==> config.mk <==
export PLATFORM = sky130hd
export DESIGN_NAME = perf_monitor_unit
export DESIGN_NICKNAME = d
export VERILOG_FILES = /design/src/core/perf_monitor_pkg.sv /design/src/core/event_counter.sv /design/src/core/perf_monitor_unit.sv
export SDC_FILE = /design/constraint.sdc
export NUM_CORES = 1
export LEC_CHECK = 0
export BUFFER_PORTS_ARGS = -buffer_cell sky130_fd_sc_hd__clkbuf_2
export CAP_MARGIN = 20
export CORE_MARGIN = 1
export CORE_UTILIZATION = 40
export DETAILED_ROUTE_END_ITERATION = 7
export PLACE_DENSITY = 0.67
export SETUP_SLACK_MARGIN = 0.2
export SLEW_MARGIN = 0
export SYNTH_ARGS = -nofsm -noshare
export SYNTH_HDL_FRONTEND = slang
export SYNTH_SLANG_ARGS = --single-unit
==> constraint.sdc <==
create_clock -name CLK_IN -period 3.5 [get_ports CLK_IN]
set_input_delay 0.175 -clock CLK_IN [delete_from_list [all_inputs] [get_ports CLK_IN]]
set_output_delay 0.175 -clock CLK_IN [all_outputs]
set_load 0.01 [all_outputs]
==> src/core/perf_monitor_pkg.sv <==
// shared constants for the performance monitor event counters
package perf_monitor_pkg;

    localparam int          NUM_COUNTERS        = 8;         // counters 0..7
    localparam int          COUNTER_WIDTH       = 32;        // each counter width
    localparam int          ADDR_WIDTH          = 4;         // register port address width
    localparam int          DATA_WIDTH          = 32;        // register port data width
    localparam int          EVENT_BUS_WIDTH     = 16;        // event output bus width
    localparam int          PROC_TAG_EVENT_BIT  = 12;        // event bus bit for tag writes

    // register offsets (word index on the plain port)
    localparam logic [3:0]  MONITOR_CONTROL_OFS = 4'h0;      // global enable
    localparam logic [3:0]  CNT_ENABLE_SET_OFS  = 4'h1;      // write one to enable
    localparam logic [3:0]  CNT_ENABLE_CLR_OFS  = 4'h2;      // write one to disable
    localparam logic [3:0]  COUNTER_SELECT_OFS  = 4'h3;      // selected counter index
    localparam logic [3:0]  EVENT_TYPE_OFS      = 4'h4;      // event code of selected
    localparam logic [3:0]  EVENT_COUNT_OFS     = 4'h5;      // count of selected

    // field positions
    localparam int          GLOBAL_ENABLE_BIT   = 0;         // bit of monitor control
    localparam int          SELECT_MSB          = 2;         // select field top bit
    localparam int          EVENT_CODE_MSB      = 7;         // event code field top bit

    // event codes and reset values
    localparam logic [7:0]  EVT_PROC_TAG_WRITE  = 8'h0B;     // process-tag write event
    localparam logic [7:0]  EVENT_CODE_RESET    = 8'h00;     // code after reset
    localparam logic [31:0] COUNTER_RESET       = 32'h0000_0000; // count after reset

endpackage : perf_monitor_pkg

==> src/core/event_counter.sv <==
// one event counter with its own event code and enable
`timescale 1ns/1ns
module event_counter
    import perf_monitor_pkg::*;
(
    input  wire logic        clk_in,          // core clock
    input  wire logic        rst_n_in,        // async reset, active low
    input  wire logic        count_en_in,     // global and local enable both set
    input  wire logic        tag_write_in,    // qualified process-tag write event
    input  wire logic        code_we_in,      // load event code
    input  wire logic [7:0]  code_in,         // new event code
    input  wire logic        cnt_we_in,       // load counter value
    input  wire logic [31:0] cnt_in,          // new counter value
    output logic      [7:0]  code_out,        // current event code
    output logic      [31:0] cnt_out          // current count
);

    typedef struct packed {
        logic [7:0]  code;                   // event code field
        logic [31:0] cnt;                    // counter value
    } ctr_state_s;

    ctr_state_s state_reg;                   // registered state
    ctr_state_s state_next;                  // next state

    ////////////////////////////////////////////////////////////////////////////////
    // next state: software loads win over counting
    always_comb
    begin
        state_next = state_reg;
        if (code_we_in)
        begin
            state_next.code = code_in;
        end
        if (cnt_we_in)
        begin
            state_next.cnt = cnt_in;         // software preset
        end
        else if (count_en_in && tag_write_in && state_reg.code == EVT_PROC_TAG_WRITE)
        begin
            state_next.cnt = state_reg.cnt + 32'h0000_0001;
        end
    end

    // state register
    always_ff @(posedge clk_in or negedge rst_n_in)
    begin
        if (!rst_n_in)
        begin
            state_reg.code <= EVENT_CODE_RESET;
            state_reg.cnt  <= COUNTER_RESET;
        end
        else
        begin
            state_reg <= state_next;
        end
    end

    assign code_out = state_reg.code;
    assign cnt_out  = state_reg.cnt;
endmodule : event_counter

==> src/core/perf_monitor_unit.sv <==
// performance monitor unit counting process-tag register writes
//
// Our own choices: the plain strobed port and the placing of the registers.
`timescale 1ns/1ns
module perf_monitor_unit
    import perf_monitor_pkg::*;
(
    input  wire logic                                    CLK_IN,        // core clock 100 MHz
    input  wire logic                                    RST_N_IN,      // async reset, low
    input  wire logic [perf_monitor_pkg::ADDR_WIDTH-1:0] ADDR_IN,       // register index
    input  wire logic [perf_monitor_pkg::DATA_WIDTH-1:0] WDATA_IN,      // write data
    input  wire logic                                    WR_IN,         // write strobe
    input  wire logic                                    RD_IN,         // read strobe
    input  wire logic                                    TAG_ACCESS_IN, // retired tag access
    input  wire logic                                    TAG_WRITE_IN,  // access is a write
    output logic      [perf_monitor_pkg::DATA_WIDTH-1:0] RDATA_OUT,     // read data, next cycle
    output logic [perf_monitor_pkg::EVENT_BUS_WIDTH-1:0] EVENT_BUS_OUT  // event output bus
);

    import perf_monitor_pkg::*;

    typedef struct packed {
        logic                         global_en;   // monitor control enable
        logic [NUM_COUNTERS-1:0]      cnt_en;      // per-counter enable bits
        logic [SELECT_MSB:0]          sel;         // selected counter index
        logic [DATA_WIDTH-1:0]        rdata;       // read data register
        logic [EVENT_BUS_WIDTH-1:0]   evt_bus;     // event output register
    } pmu_state_s;

    pmu_state_s                  state_reg;       // registered state
    pmu_state_s                  state_next;      // next state
    logic                        tag_wr_evt;      // qualified write event
    logic [NUM_COUNTERS-1:0]     code_we;         // per-counter code load
    logic [NUM_COUNTERS-1:0]     cnt_we;          // per-counter value load
    logic [7:0]                  codes [NUM_COUNTERS];  // counter event codes
    logic [31:0]                 counts [NUM_COUNTERS]; // counter values

    ////////////////////////////////////////////////////////////////////////////////
    // event qualification: only write instructions count
    assign tag_wr_evt = TAG_ACCESS_IN && TAG_WRITE_IN;

    // per-counter write decode, steered by the select register
    always_comb
    begin
        code_we = '0;
        cnt_we  = '0;
        if (WR_IN && ADDR_IN == EVENT_TYPE_OFS)
        begin
            code_we[state_reg.sel] = 1'b1;
        end
        if (WR_IN && ADDR_IN == EVENT_COUNT_OFS)
        begin
            cnt_we[state_reg.sel] = 1'b1;
        end
    end

    ////////////////////////////////////////////////////////////////////////////////
    // the eight counters
    genvar gi;
    generate
        for (gi = 0; gi < NUM_COUNTERS; gi++)
        begin : g_ctr
            event_counter u_ctr (
                .clk_in       (CLK_IN),
                .rst_n_in     (RST_N_IN),
                .count_en_in  (state_reg.global_en && state_reg.cnt_en[gi]),
                .tag_write_in (tag_wr_evt),
                .code_we_in   (code_we[gi]),
                .code_in      (WDATA_IN[EVENT_CODE_MSB:0]),
                .cnt_we_in    (cnt_we[gi]),
                .cnt_in       (WDATA_IN),
                .code_out     (codes[gi]),
                .cnt_out      (counts[gi])
            );

            // index of this counter on the select register
            localparam logic [SELECT_MSB:0] CTR_INDEX = (SELECT_MSB+1)'(gi);

        end
    endgenerate

    ////////////////////////////////////////////////////////////////////////////////
    // register writes, read mux and event bus
    always_comb
    begin
        state_next = state_reg;
        state_next.rdata = '0;                    // data only in the cycle after a read
        state_next.evt_bus = '0;
        state_next.evt_bus[PROC_TAG_EVENT_BIT] = tag_wr_evt;
        if (WR_IN)
        begin
            unique case (ADDR_IN)
                MONITOR_CONTROL_OFS: state_next.global_en = WDATA_IN[GLOBAL_ENABLE_BIT];
                CNT_ENABLE_SET_OFS:  state_next.cnt_en = state_reg.cnt_en
                                         | WDATA_IN[NUM_COUNTERS-1:0];
                CNT_ENABLE_CLR_OFS:  state_next.cnt_en = state_reg.cnt_en
                                         & ~WDATA_IN[NUM_COUNTERS-1:0];
                COUNTER_SELECT_OFS:  state_next.sel = WDATA_IN[SELECT_MSB:0];
                default:             ; // event type and count writes go to the counters; other offsets ignore writes
            endcase
        end
        if (RD_IN)
        begin
            unique case (ADDR_IN)
                MONITOR_CONTROL_OFS: state_next.rdata = {31'h0, state_reg.global_en};
                CNT_ENABLE_SET_OFS,
                CNT_ENABLE_CLR_OFS:  state_next.rdata = {24'h0, state_reg.cnt_en};
                COUNTER_SELECT_OFS:  state_next.rdata = {29'h0, state_reg.sel};
                EVENT_TYPE_OFS:      state_next.rdata = {24'h0, codes[state_reg.sel]};
                EVENT_COUNT_OFS:     state_next.rdata = counts[state_reg.sel];
                default:             state_next.rdata = '0; // unmapped reads zero
            endcase
        end
    end

    // state register
    always_ff @(posedge CLK_IN or negedge RST_N_IN)
    begin
        if (!RST_N_IN)
        begin
            state_reg <= '0;
        end
        else
        begin
            state_reg <= state_next;
        end
    end

    assign RDATA_OUT     = state_reg.rdata;
    assign EVENT_BUS_OUT = state_reg.evt_bus;
endmodule : perf_monitor_unit

Yosys cells after proc, flatten, opt, wreduce, memory -nomap -nowiden
Cells that the tools add are included.

word-level totals
  bits in read-only memories = 0
  bits in latches = 0
  bits of input ports = 42
  register bits = 365
  output and inout bits = 48
  memories = 0
  bits in writable memories = 0

operators by class
  $mul = 0
  muxes and demuxes = 29
  reductions and logical operators = 42
  eq/ne operators = 13
  div/mod/pow operators = 0
  shift-type cells = 0
  order comparisons = 3
  $add $sub $neg = 8
  bitwise gates (word level) = 4

operators with widths
  operator               number
  $mux 32                19
  $add 32x1->32 const B  8
  $pmux 32 s5            1
  $bmux 32 s3            1
  $eq 8x4->1 const B     8
  $mux 8                 4
  $logic_and 1x1->1      28
  $bmux 8 s3             1
  $reduce_bool 2->1      9
  $pmux 8 s2             1
  $and 8x8->8            1
  $eq 4x2->1 const B     2
  $eq 4x3->1 const B     2
  $not 8->8              1
  $or 8x8->8             1
  $reduce_and 2->1       3
  $eq 4x1->1 const B     1
  $ge 4x4->1 const B     1
  $logic_not 4->1        1
  $lt 3x4->1 const B     1
  $not 3->4              1
  $demux 1 s3            1
  $ge 3x1->1 const B     1
  $reduce_or 2->1        1
  $mux 1                 1

Depth between registers and ports, before layout
  word-level depth = 6
  gate-level depth with buffers = 9
  depth with buffers taken out = 6

Cells and area by module
From an unflattened synthesis, not the netlist that was laid out.

unflattened totals
  cells, all modules = 2,669
  area total of the unflattened synthesis = 24,015.5 µm²

by module, submodules not included
  module             times used  seq. area each (µm²)  area an instance (µm²)  cells each
  event_counter      8           1,001.0               2,404.8                 267
  perf_monitor_unit  1           1,126.1               4,777.1                 533

Least setup slack after synthesis
Ideal clock, no wire load.

  kind = register to register
  start = reg g_ctr[0].u_ctr.state_reg, in the netlist g_ctr[0].u_ctr.code_out[6]
  end = reg g_ctr[0].u_ctr.state_reg, in the netlist g_ctr[0].u_ctr.cnt_out[24]
  data required time = 3.418 ns
  clock period less this slack = 2.459 ns
  buffers on the path = 2
  stages on the path, launching flop included = 8
  slack = 1.041 ns
  data arrival time = 2.377 ns
  cell sequence = dfrtp_1 -> or3_4 -> or4_4 -> buf_6 -> or3_4 -> buf_6 -> or3_1 -> a31oi_1

between the ends
  word-level cells in the longest chain between the ends = 3

ends and longest elaborated chain
  element                      line                 source
  from (decl)                  event_counter.sv:23  ctr_state_s state_reg;
  from (signal assigned)       event_counter.sv:55  state_reg <= state_next;
  $eq 8x4->1                   event_counter.sv:39  else if (count_en_in && tag_write_in && state_reg.code == EVT_PROC_TAG_WRITE)
  $logic_and 1x1->1            event_counter.sv:39
  $reduce_bool 2->1 (no line)  -

Every way passes these cells.
A chain may end at the register's enable or synchronous reset.

Worst setup path in the final report
  start = reg g_ctr[3].u_ctr.state_reg, in the netlist g_ctr[3].u_ctr.code_out[2]
  end = reg g_ctr[3].u_ctr.state_reg, in the netlist g_ctr[3].u_ctr.cnt_out[26]

between the ends
  word-level cells in the longest chain between the ends = 3

ends and longest elaborated chain
  element                      line
  from (decl)                  event_counter.sv:23
  from (signal assigned)       event_counter.sv:55
  $eq 8x4->1                   event_counter.sv:39
  $logic_and 1x1->1            event_counter.sv:39
  $reduce_bool 2->1 (no line)  -

Every way passes these cells.

==> results.md <==
Timing:
- The maximum clock skew at final layout is 17.0 ps.
- The final-layout worst hold slack is 9.67 ps.
- Timing would allow up to 357 MHz.
- The final critical delay including setup and external delays is 2800 ps.
- In the finished design, the share of the clock period the worst path needs comes to 0.801.
- Setup repair after global routing left no endpoint under its margin.
- For the final routed database, the setup TNS stands at 0 ps.
- The hold violation total from the final report is 0.
- The final setup violation count is 0.
- The worst-case headroom to the max-slew limit is 0.356.
- For the pin with the worst max-slew slack, the measured transition is 964 ps.
- The final number of max-transition violations is 0.

Detailed routing:
- In the final routing, the length of wire on met1 measures 29.8 mm.
- The pre-antenna-repair detailed-routing pass consisted of 6 iterations.
- Summed over all nets, wire length on met2 after detailed routing comes to 34.3 mm.
- The via count is 19600.
- Dividing the detail-routed wire length by the instance count gives 24.0 um.
- The highest signal layer in the routed design is met4.
- Detailed routing placed a total of 5.80 mm of wire on met3.
- The detail route stage leaves a number of antenna-violating nets equal to 0.
- For this block, the routed nets add up to 74.6 mm of wire.
- The number of DRC violations after detailed routing is 0.
- The initial detailed-routing violation count is 2156.
- The via density per instance is 6.31.

Cells and area:
- The antenna diode count is 0.
- The count of nets after finishing is 2432.
- The final-layout fill cell count is 5073.
- In the final layout, the multi-input gates occupy 0.0112 mm2.
- Summing all flip-flop and latch instances after layout gives 0.00913 mm2.
- The synthesis-to-finish area growth is 10.3%.
- After routing the design area is 0.0238 mm2.
- The number of non-filler instances in the completed layout is 3104.
- The proportion of layout cells with a drive suffix above 1 is 0.124.
- The register with the most flip-flops in the layout has 256 of them.

Place:
- The placer congestion estimate is 0.953.
- Summing all placed instances gives a cell area of 0.0222 mm2.
- Buffers placed on the I/O ports in this run total 74.
- The sum of net half-perimeters after detailed placement is 53.5 mm.
- In this run, placement finished with an instance count of 3019.

Synth:
- The fraction of synthesized cell area in xor and xnor cells is 0.0673.
- Of the total synthesized cell area, the portion taken by full adders, half adders and majority gates is 0.00464.
- The most used flip-flop cell after synthesis is dfrtp_1.
- The multiplexer area fraction after synthesis is 0.0518.
- Synthesis produced a netlist whose cell count is 2439.
- The most common cell in the synthesized netlist is dfrtp_1.
- Counting distinct cell types in the post-synthesis netlist gives 57.
- The cell type with the largest total area after synthesis is dfrtp_1.
- The mean instance size in the synthesized netlist is 8.85 um2.
- For this run, asynchronously set or reset flops after synthesis account for 1.00.
- The number of flops mapped to enable cells by yosys is 0.
- The top cell type's share of synthesized area is 0.423.
- In this run the cell area of the synthesized design comes to 0.0216 mm2.
- After synthesis, the most frequently instantiated cells are 365 x dfrtp_1, 298 x nand2_1, 154 x clkbuf_1, 154 x nor2_1, 141 x xnor2_1.
- The largest family of logic cells by synthesized area is simple AND/OR/NAND/NOR gates.
- The compound-cell area share of the yosys netlist is 0.147.
- Of the total synthesized cell area, the portion taken by AND, OR, NAND and NOR gates is 0.245.
- The total of flip-flops plus latches after synthesis is 365.
- The number of warnings reported in the yosys synthesis log is 0.
- Ranked by total cell area, the synthesized netlist is headed by dfrtp_1 42%, xnor2_1 5.7%, nand2_1 5.2%.
- Of the synthesized area, sequential elements account for 0.423.

Global route:
- The number of antenna violations at the first check in global routing is 1.
- Across every metal layer, demand over resource in global routing totals 0.274.
- The number of global-route vias before repair came to 18800.
- The global route total overflow is 0.
- Entering global routing, the biggest net connects 95 pins.
- The first global-routing pass estimated 114 mm of wire.

Floorplan:
- The die is 234 um wide.
- The die extent in y is 234 um.
- The die covers 0.0549 mm2.
- For this configuration, the core starts out at a cell density of 0.408.
- For this design the top-level I/O count stands at 90.
- The number of rows in the core area is 84.
- The core footprint is 0.0530 mm2.

Worst setup path:
- The kind of capture point of the worst setup path is a flip-flop.
- The gate family responsible for the most delay along the worst path is simple AND/OR/NAND/NOR gates.
- The startpoint identified for the worst register-to-register timing path is g_ctr[3].u_ctr.code_out[2]$_DFFE_PN0P_.
- The critical path's largest stage delay is 670 ps.
- The number of logic stages on the critical path including buffering is 5.
- The setup slack of the most critical reg-to-reg path is 700 ps.
- The total buffers and inverters traversed by the critical path is 0.
- The most critical setup path has its startpoint at g_ctr[3].u_ctr.code_out[2]$_DFFE_PN0P_.
- STA puts the critical path data required time at 3990 ps.
- In this run the worst setup path terminates at g_ctr[3].u_ctr.cnt_out[26]$_DFFE_PN0P_.
- The worst register-to-register path has a depth of 5.
- The critical path's slowest cell is or4_1.
- The critical register-to-register path endpoint is g_ctr[3].u_ctr.cnt_out[26]$_DFFE_PN0P_.
- At the worst endpoint, the arrival time is 3290 ps.
- Traced cell by cell, the critical path runs through nor4bb_1, and4_1, nand3_1, or4_1, a31oi_1.
- The critical path in this run is classified as reg2reg.
- STA classifies the critical path startpoint as a flip-flop.
- The peak fanout along the critical path is 15.

CTS:
- The later pin in the worst-skew pair is clocked with a latency of 580 ps.
- The worst-case clock buffer depth is 3.
- The library cell used as clock root buffer is clkbuf_16.
- The H-tree was split into 2 levels.
- The number of sinks on the clock net is 365.
- Counting the buffers created by CTS gives 43.
- After clock tree synthesis, the clock-pin slew on the worst setup and hold paths is 60 ps.
- TritonCTS built the clock tree.
- Once the clock tree was built, the resizer swapped 0 gates to a different size.
- The number of hold buffers added after cts is 6.
- Post-CTS timing repair inserted 0 buffers for setup.

Flow run:
- The tool flagged a number of max-cap violations equal to 0.

Status:
- The flow ran to the end, and the final reports show no timing, DRC or antenna violations.

Power and ir drop:
- The worst ir drop on vdd is 0.355 mV.
- The leakage power is 9.21 nW.
- In this run the power density over the cells is 519 mW/mm2.

Hold path:
- The path class of the tightest hold or removal check is in2reg.
-- tightest hold or removal path, delay by kind of cell --
family | cells | cell delay (ps)
compound gates | 1 | 70
simple gates | 1 | 90
buf+inv | 1 | 200
-- worst min-delay path by stage --
stage / slack (ps) / cells past startpoint / to / start
4_1_cts: 1 / 3 / g_ctr[1].u_ctr.cnt_out[22]$_DFFE_PN0P_ / WDATA_IN[22]
2_1_floorplan: -120 / 0 / EVENT_BUS_OUT[12]$_DFF_PN0_ / RST_N_IN
5_1_grt: 10 / 3 / g_ctr[0].u_ctr.cnt_out[8]$_DFFE_PN0P_ / WDATA_IN[8]
6_report: 10 / 3 / g_ctr[2].u_ctr.cnt_out[14]$_DFFE_PN0P_ / WDATA_IN[14]
3_3_place_gp: 280 / 1 / g_ctr[2].u_ctr.cnt_out[26]$_DFFE_PN0P_ / RST_N_IN
3_5_place_dp: 280 / 1 / g_ctr[2].u_ctr.cnt_out[26]$_DFFE_PN0P_ / RST_N_IN
-- cell families after synthesis --
family,Yosys count
AOI/OAI and AO/OA,489
xor gates and xnor gates,166
adders and majority gates,8
buffers and inverters,290
DFF,365
muxes,103
other,1
and+or+nand+nor,1017
-- where the power goes --
| part | switching (W) | internal [W] |
|---|---|---|
| Sequential | 0.000910 | 0.00479 |
| Clock | 0.00195 | 0.00289 |
| Combinational | 0.00105 | 0.000762 |
-- per-layer routing --
| metal | vias to the layer above | GRT usage |
|---|---|---|
| li1 | 8760 | - |
| met1 | 9558 | 0.353 |
| met2 | 1000 | 0.439 |
| met3 | 258 | 0.0409 |
| met4 | 0 | 0.157 |
| met5 | - | 0 |
-- per-stage QoR --
stage	total power, W	util	setup slack (ps)
after floorplan	0.00665	-	1040
after global placement	0.00743	0.420	884
after detailed placement	0.00751	0.420	761
after CTS	0.0124	0.450	749
after global routing	0.0128	0.450	498
final	0.0124	0.450	695
-- area by class of cell --
cell class,instances,area share
Tap cell,688,0.0362
Sequential cell,365,0.384
Clock inverter,25,0.0117
Inverter,40,0.00631
Clock buffer,54,0.0521
Timing Repair Buffer,134,0.0381
Multi-Input combinational cell,1798,0.472
-- cells in the final DEF, fill, tap and decap left out, types with 11 or more instances in the layout --
master / instances
dfrtp_1: 365
nand2_1: 297
nor2_1: 153
xnor2_1: 141
o21ai_0: 140
nor4_1: 113
nand3_1: 101
a31oi_1: 88
a22oi_1: 82
nand4_1: 75
clkbuf_2: 73
mux2_2: 70
a21oi_1: 58
buf_4: 49
nor3_1: 45
clkbuf_16: 45
a22o_1: 40
a221oi_1: 40
inv_1: 40
and3_1: 35
or3_1: 34
mux2i_1: 33
and4_1: 33
or4_1: 32
nor2b_1: 27
xor2_1: 25
o31ai_1: 21
conb_1: 15
and2_1: 12
clkinv_2: 11
No activity file was read; power rests on OpenSTA's default activity.
